[src/verilog/afr_pkg.sv]
package afr_pkg;
    // ------------------------------------------------------------
    // widths
    // ------------------------------------------------------------
    localparam int RES_W = 10;
    localparam int CH_W = 3;
    localparam int MODE_W = 8;
    localparam int PCFG_W = 4;
    // ------------------------------------------------------------
    // timing
    // ------------------------------------------------------------
    localparam int CLK_HZ = 50_000_000;
    localparam int SETTLE_NS = 1000;
    localparam int SETTLE_CYC = (SETTLE_NS * (CLK_HZ / 1_000_000) + 999) / 1000;
    localparam int CONV_CYC = 22;
    localparam logic [5:0] SETTLE_CNT = 6'(SETTLE_CYC);
    localparam logic [5:0] CONV_CNT = 6'(CONV_CYC);
    // ------------------------------------------------------------
    // reset values
    // ------------------------------------------------------------
    localparam logic [RES_W-1:0] RES_RST = 10'h000;
    localparam logic [CH_W-1:0] CH_RST = 3'h0;
    localparam logic [MODE_W-1:0] MODE_RST = 8'h00;
    localparam logic [PCFG_W-1:0] PCFG_RST = 4'h0;
    typedef enum logic [1:0] {AFR_IDLE, AFR_CONV, AFR_DONE} afr_state_t;
endpackage : afr_pkg

[src/verilog/afr_ctrl.sv]
`timescale 1ns/10ps
`default_nettype none
// How it works
// - channel writes never clear the done flag
// - a conversion in flight may still finish on the old channel
// - start within 1 us of comparator enable marks first result suspect
// - start with comparator disabled marks first result suspect
// - mode, channel or port config writes outside the completion cycle leave results undefined
module afr_ctrl
(
    input wire logic CLK_SYS,
    input wire logic SYS_RST,
    input wire logic COMPARATOR_ENABLE_BIT,
    input wire logic CONVERSION_START_BIT,
    input wire logic CH_WR,
    input wire logic [afr_pkg::CH_W-1:0] CH_WDATA,
    input wire logic MODE_WR,
    input wire logic [afr_pkg::MODE_W-1:0] MODE_WDATA,
    input wire logic PCFG_WR,
    input wire logic [afr_pkg::PCFG_W-1:0] PCFG_WDATA,
    input wire logic FLAG_CLR,
    input wire logic [afr_pkg::RES_W-1:0] SAR_DATA,
    output logic CONVERSION_DONE_FLAG,
    output logic CONVERSION_END_IRQ,
    output logic FIRST_SUSPECT,
    output logic BUSY,
    output logic [afr_pkg::CH_W-1:0] CHANNEL_SELECT_REG,
    output logic [afr_pkg::CH_W-1:0] CONV_CHANNEL,
    output logic [afr_pkg::MODE_W-1:0] CONVERTER_MODE_REG,
    output logic [afr_pkg::PCFG_W-1:0] PORT_CONFIG_REG,
    output logic [afr_pkg::RES_W-1:0] RESULT_REG,
    output logic [7:0] RESULT_HIGH_REG
);
    import afr_pkg::*;

    // ------------------------------------------------------------
    // state
    // ------------------------------------------------------------
    afr_state_t state;
    afr_state_t next_state;
    logic [5:0] settle;
    logic [5:0] conv;
    logic start_q;
    logic suspect_run;

    wire logic start_rise = CONVERSION_START_BIT & ~start_q;
    wire logic settled = (settle >= SETTLE_CNT);
    wire logic cfg_wr = MODE_WR | CH_WR | PCFG_WR;
    // a channel write mid-run restarts; only in the completion cycle does the old-channel conversion finish
    wire logic conv_end = (state == AFR_CONV) && (conv == CONV_CNT - 6'h01);
    wire logic restart = CH_WR && (state == AFR_CONV) && !conv_end;

    always_comb begin
        next_state = state;
        unique case (state)
            AFR_IDLE: if (start_rise) next_state = AFR_CONV;
            AFR_CONV: if (!CONVERSION_START_BIT) next_state = AFR_IDLE;
                else if (conv_end) next_state = AFR_DONE;
            AFR_DONE: next_state = CONVERSION_START_BIT ? AFR_CONV : AFR_IDLE;
            default: next_state = AFR_IDLE;
        endcase
    end

    // ------------------------------------------------------------
    // sequencing
    // ------------------------------------------------------------
    always_ff @(posedge CLK_SYS) begin
        if (SYS_RST) begin
            state <= AFR_IDLE;
            start_q <= 1'b0;
            settle <= 6'h00;
            conv <= 6'h00;
        end else begin
            state <= next_state;
            start_q <= CONVERSION_START_BIT;
            // settle counts time since comparator enable
            if (!COMPARATOR_ENABLE_BIT) settle <= 6'h00;
            else if (!settled) settle <= settle + 6'h01;
            if (next_state != AFR_CONV || state != AFR_CONV || restart) conv <= 6'h00;
            else conv <= conv + 6'h01;
        end
    end

    // ------------------------------------------------------------
    // first-result quality
    // ------------------------------------------------------------
    // only tracked, not corrected: software drops the first result
    always_ff @(posedge CLK_SYS) begin
        if (SYS_RST) begin
            suspect_run <= 1'b0;
            FIRST_SUSPECT <= 1'b0;
        end else begin
            if (start_rise && state == AFR_IDLE)
                suspect_run <= !COMPARATOR_ENABLE_BIT || !settled;
            else if (conv_end)
                suspect_run <= 1'b0;
            if (conv_end) FIRST_SUSPECT <= suspect_run;
        end
    end

    // ------------------------------------------------------------
    // config registers
    // ------------------------------------------------------------
    always_ff @(posedge CLK_SYS) begin
        if (SYS_RST) begin
            CHANNEL_SELECT_REG <= CH_RST;
            CONV_CHANNEL <= CH_RST;
            CONVERTER_MODE_REG <= MODE_RST;
            PORT_CONFIG_REG <= PCFG_RST;
            BUSY <= 1'b0;
        end else begin
            if (CH_WR) CHANNEL_SELECT_REG <= CH_WDATA;
            if (MODE_WR) CONVERTER_MODE_REG <= MODE_WDATA;
            if (PCFG_WR) PORT_CONFIG_REG <= PCFG_WDATA;
            // channel latched at conversion start so completion reports the old one
            if (next_state == AFR_CONV && (state != AFR_CONV || restart || conv_end))
                CONV_CHANNEL <= CH_WR ? CH_WDATA : CHANNEL_SELECT_REG;
            BUSY <= (next_state == AFR_CONV);
        end
    end

    // ------------------------------------------------------------
    // flag and irq
    // ------------------------------------------------------------
    always_ff @(posedge CLK_SYS) begin
        if (SYS_RST) begin
            CONVERSION_DONE_FLAG <= 1'b0;
            CONVERSION_END_IRQ <= 1'b0;
        end else begin
            // set beats clear; channel writes do not touch the flag
            if (conv_end) CONVERSION_DONE_FLAG <= 1'b1;
            else if (FLAG_CLR) CONVERSION_DONE_FLAG <= 1'b0;
            CONVERSION_END_IRQ <= conv_end;
        end
    end

    afr_result_mem u_mem (
        .clk(CLK_SYS),
        .rst(SYS_RST),
        .load(conv_end),
        .wdata(SAR_DATA),
        .spoil(cfg_wr && !conv_end),
        .rdata(RESULT_REG),
        .rdata_high(RESULT_HIGH_REG)
    );
endmodule : afr_ctrl
`default_nettype wire

[src/verilog/afr_result_mem.sv]
`timescale 1ns/10ps
`default_nettype none
// ------------------------------------------------------------
// result store: full word and high byte, registered outputs
// ------------------------------------------------------------
module afr_result_mem
(
    input wire logic clk,
    input wire logic rst,
    input wire logic load,
    input wire logic [afr_pkg::RES_W-1:0] wdata,
    input wire logic spoil,
    output logic [afr_pkg::RES_W-1:0] rdata,
    output logic [7:0] rdata_high
);
    import afr_pkg::*;

    // spoil models undefined contents after a config write
    wire logic [RES_W-1:0] spoil_val = ~rdata;
    always_ff @(posedge clk) begin
        if (rst) begin
            rdata <= RES_RST;
            rdata_high <= 8'h00;
        end else if (load) begin
            rdata <= wdata;
            rdata_high <= wdata[RES_W-1:RES_W-8];
        end else if (spoil) begin
            rdata <= spoil_val;
            rdata_high <= spoil_val[RES_W-1:RES_W-8];
        end
    end
endmodule : afr_result_mem
`default_nettype wire

[config.mk]
export PLATFORM = sky130hd
export DESIGN_NAME = afr_ctrl
export DESIGN_NICKNAME = d
export VERILOG_FILES = /design/src/verilog/afr_pkg.sv /design/src/verilog/afr_ctrl.sv /design/src/verilog/afr_result_mem.sv
export SDC_FILE = /design/constraint.sdc
export NUM_CORES = 1
export LEC_CHECK = 0
export BUFFER_PORTS_ARGS = -buffer_cell sky130_fd_sc_hd__buf_4
export CORE_MARGIN = 2
export CORE_UTILIZATION = 45
export CTS_BUF_LIST = sky130_fd_sc_hd__clkbuf_16
export CTS_CLUSTER_DIAMETER = 200
export CTS_CLUSTER_SIZE = 30
export DETAILED_ROUTE_END_ITERATION = 12
export PLACE_DENSITY = 0.75
export SLEW_MARGIN = 0
export SYNTH_ARGS = -nofsm -noshare
export SYNTH_HDL_FRONTEND = slang
export SYNTH_SLANG_ARGS = --single-unit
[constraint.sdc]
create_clock -name CLK_SYS -period 1.6 [get_ports CLK_SYS]
set_input_delay 0.24 -clock CLK_SYS [delete_from_list [all_inputs] [get_ports CLK_SYS]]
set_output_delay 0.24 -clock CLK_SYS [all_outputs]
set_load 0.02 [all_outputs]
==> reports/metrics.yaml <==
gr-usage-all-layers_pct: 16.8
die_area_mm2: 0.00485
slew_headroom_pct: 72.0
clock-sinks: 48
worst_pin_slew_ps: 417
met2_length_um: 1810
min_period_ps: 1440
synth_compound_area_share_pct: 8.58
max_freq_mhz: 694
synth_ff_type: "dfxtp_1"
chipHeight_um: 69.7
timing.final.crit_share_pct: 90.1
fin_util_pct: 63.7
num_io_pins: 73
yosys.area_share.adder_pct: 2.58
power.net_switching_uw: 656
synthTopCellsByCount: "48 x dfxtp_1, 36 x nor2_1, 16 x mux2i_1, 16 x nand2b_1, 15 x xor2_1"
wl_met1_um: 1790
synth_area_mm2: 0.00194
drive_gt1_share_pct: 33.2
drtIter0Drc: 64
leakage_nw: 1.24
hold_path.class: "input port to flop"
clockBufferDepth: 2
hold_depth: 2
via_per_inst: 4.85
yosys_warnings: 0
synth_top_family_by_area: "simple AND/OR/NAND/NOR gates"
crit_type: "flop to flop"
maxCapViolations: 0
first_pass_iters: 4
crit_path_end_kind: "flop"
power_density_mw_per_mm2: 1030
drc_errors: 0
synth_area_leader_cell: "dfxtp_1"
root_buffer: "clkbuf_16"
grt_pass1_vias: 1466
pre_cts_ws_ps: 131
crit_arrival_ps: 1640
cts.htree.levels: 2
sw_frac_of_total_pct: 24.4
hold_slack_ps: 171
synth_async_sr_flop_share_pct: 0
syn-mean-instance-area_um2: 9.85
antenna_cells: 0
synth_seq_area_share_pct: 49.5
setup_ws_ps: 158
finalSetupViolCount: 0
cp_max_fo: 3
hold_viol_final: 0
synth.top_cells.by_area: "dfxtp_1 50%, mux2i_1 8.3%, nor2_1 7.0%"
tns_ps: 0
gr-total-overflow: 0
required_ps: 1800
grt_pass1_wl_um: 6640
routedWlPerCell_um: 12.4
maxSlewViolCount: 0
hold_buffers: 0
intPower_mw: 2.03
synthSimpleGateAreaFrac_pct: 17.0
synth_xor_area_share_pct: 8.12
antenna_found_initial: 0
grt_start_max_net_pins: 34
die_width_um: 69.7
p_comb_share_pct: 16.2
outcome: "finished clean"
clk-insertion-delay-late_ps: 280
routed_wl_um: 3870
peakVddDrop_mv: 0.559
final_nets: 299
postSynthCellCount: 197
numCtsBuffers: 5
coreArea_mm2: 0.00409
hpwl_um: 2790
critPathLaunchType: "flop"
dr_wl_met3_um: 248
synthesis.nets: 234
ys_ff_latch: 48
num_rows: 23
nFillCells: 358
muxShareOfSynthArea_pct: 8.25
highest_layer: "met4"
rsz0062_at_grt: "no"
num_vias: 1512
io_buffers: 72
cts_tree: "built"
clk_pin_slew_ps: 60
detail-route-antenna-nets: 0
synth_top_area_share_pct: 49.5
synth_edf_count: 0
clockPowerShare_pct: 35.4
pwr-share-seq_pct: 48.4
ys_types: 31
yosysMostFrequentCell: "dfxtp_1"
r2r_cells: 6
initial_core_util_pct: 47.5
finalClockSkew_ps: 4.74
area_growth_pct: 34.1
gp_congestion: 0.783
## cell usage in the layout, fill, tap and decap left out
cell       count
and3_1         2
nor4_1         1
xor2_1        15
dfxtp_1       48
a32o_1         3
o21ai_0        1
nor3_1         1
ha_1           4
a31oi_1        1
and3b_2        1
nor2_1        36
mux2i_1       16
nor3_2         1
nor2b_1        2
a211oi_1       1
a21o_1         1
or2_2          1
clkinv_1       2
nand2_1        3
o22ai_1       10
buf_4         75
a21oi_2        1
a311oi_1       1
nand3_1        3
a311oi_2       1
nand2b_1      15
nand3b_2       1
xnor2_1        3
a21oi_1        3
nand2b_2       1
inv_1          3
clkbuf_16      5
## critical path, stage by stage, from the launching register on
cell	delay, ps
dfxtp_1	350
inv_1	70
ha_1	190
nor4_1	310
or2_2	210
nor2_1	40
a211oi_1	190
## kinds of logic (layout without fill, tap and decap cells)
logic type / count (synthesis) / in the layout
adders and majority gates: 4 / 4
AOI/OAI and AO/OA: 23 / 23
DFF: 48 / 48
xor gates and xnor gates: 18 / 18
buffers and inverters: 20 / 85
and+or+nand+nor: 68 / 68
muxes: 16 / 16
## final timing paths
path | to | startpoint | slack [ps]
max reg2reg | settle[1] | settle[0] | 160
max | settle[1] | settle[0] | 160
min reg2reg | conv[0] | conv[0] | 460
min | suspect_run | COMPARATOR_ENABLE_BIT | 170
## stage by stage
stage / power, mW / std cells / cell area (um^2)
2_1_floorplan: 1.59 / 197 / 1940
3_3_place_gp: 1.76 / 305 / 2470
3_5_place_dp: 1.77 / 305 / 2470
4_1_cts: 2.72 / 312 / 2600
5_1_grt: 2.80 / 312 / 2600
6_report: 2.69 / 312 / 2600
## state kept, by name, indices dropped and copies added (netlist names), 2 cells and up
name                cells
conv                    6
state                   2
CONVERTER_MODE_REG      8
u_mem.rdata             2
u_mem.rdata_high        8
settle                  6
CONV_CHANNEL            3
PORT_CONFIG_REG         4
CHANNEL_SELECT_REG      3
## routing by layer
layer  vias to the layer above  GRT usage (%)
li1                        782              -
met1                       686           20.9
met2                        42           28.0
met3                         2           5.52
met4                         0           4.49
met5                         -              0
## power by group through the flow
stage          combinational (mW)  sequential [mW]  clock, mW
2_1_floorplan               0.200             1.39          0
3_3_place_gp                0.435             1.32          0
3_5_place_dp                0.438             1.33          0
4_1_cts                     0.440             1.30      0.975
5_1_grt                     0.468             1.31       1.02
6_report                    0.436             1.30      0.951
## final cells by class
| class | count | area, um^2 | area share [%] |
|---|---|---|---|
| flip-flops and latches | 48 | 961 | 36.9 |
| multi-input cells | 129 | 872 | 33.5 |
| repair buffers | 75 | 563 | 21.6 |
| clock buffers | 5 | 125 | 4.81 |
| well taps | 50 | 62.6 | 2.40 |
| inverters | 3 | 11.3 | 0.433 |
| clock inverters | 2 | 7.51 | 0.288 |
## repair_timing
action / 4_1_cts / 5_1_grt
buffers inserted: 0 / 0
gates resized for setup: 0 / 1
endpoints found under the setup margin: 0 / 12
(Power assumes the default switching activity.)
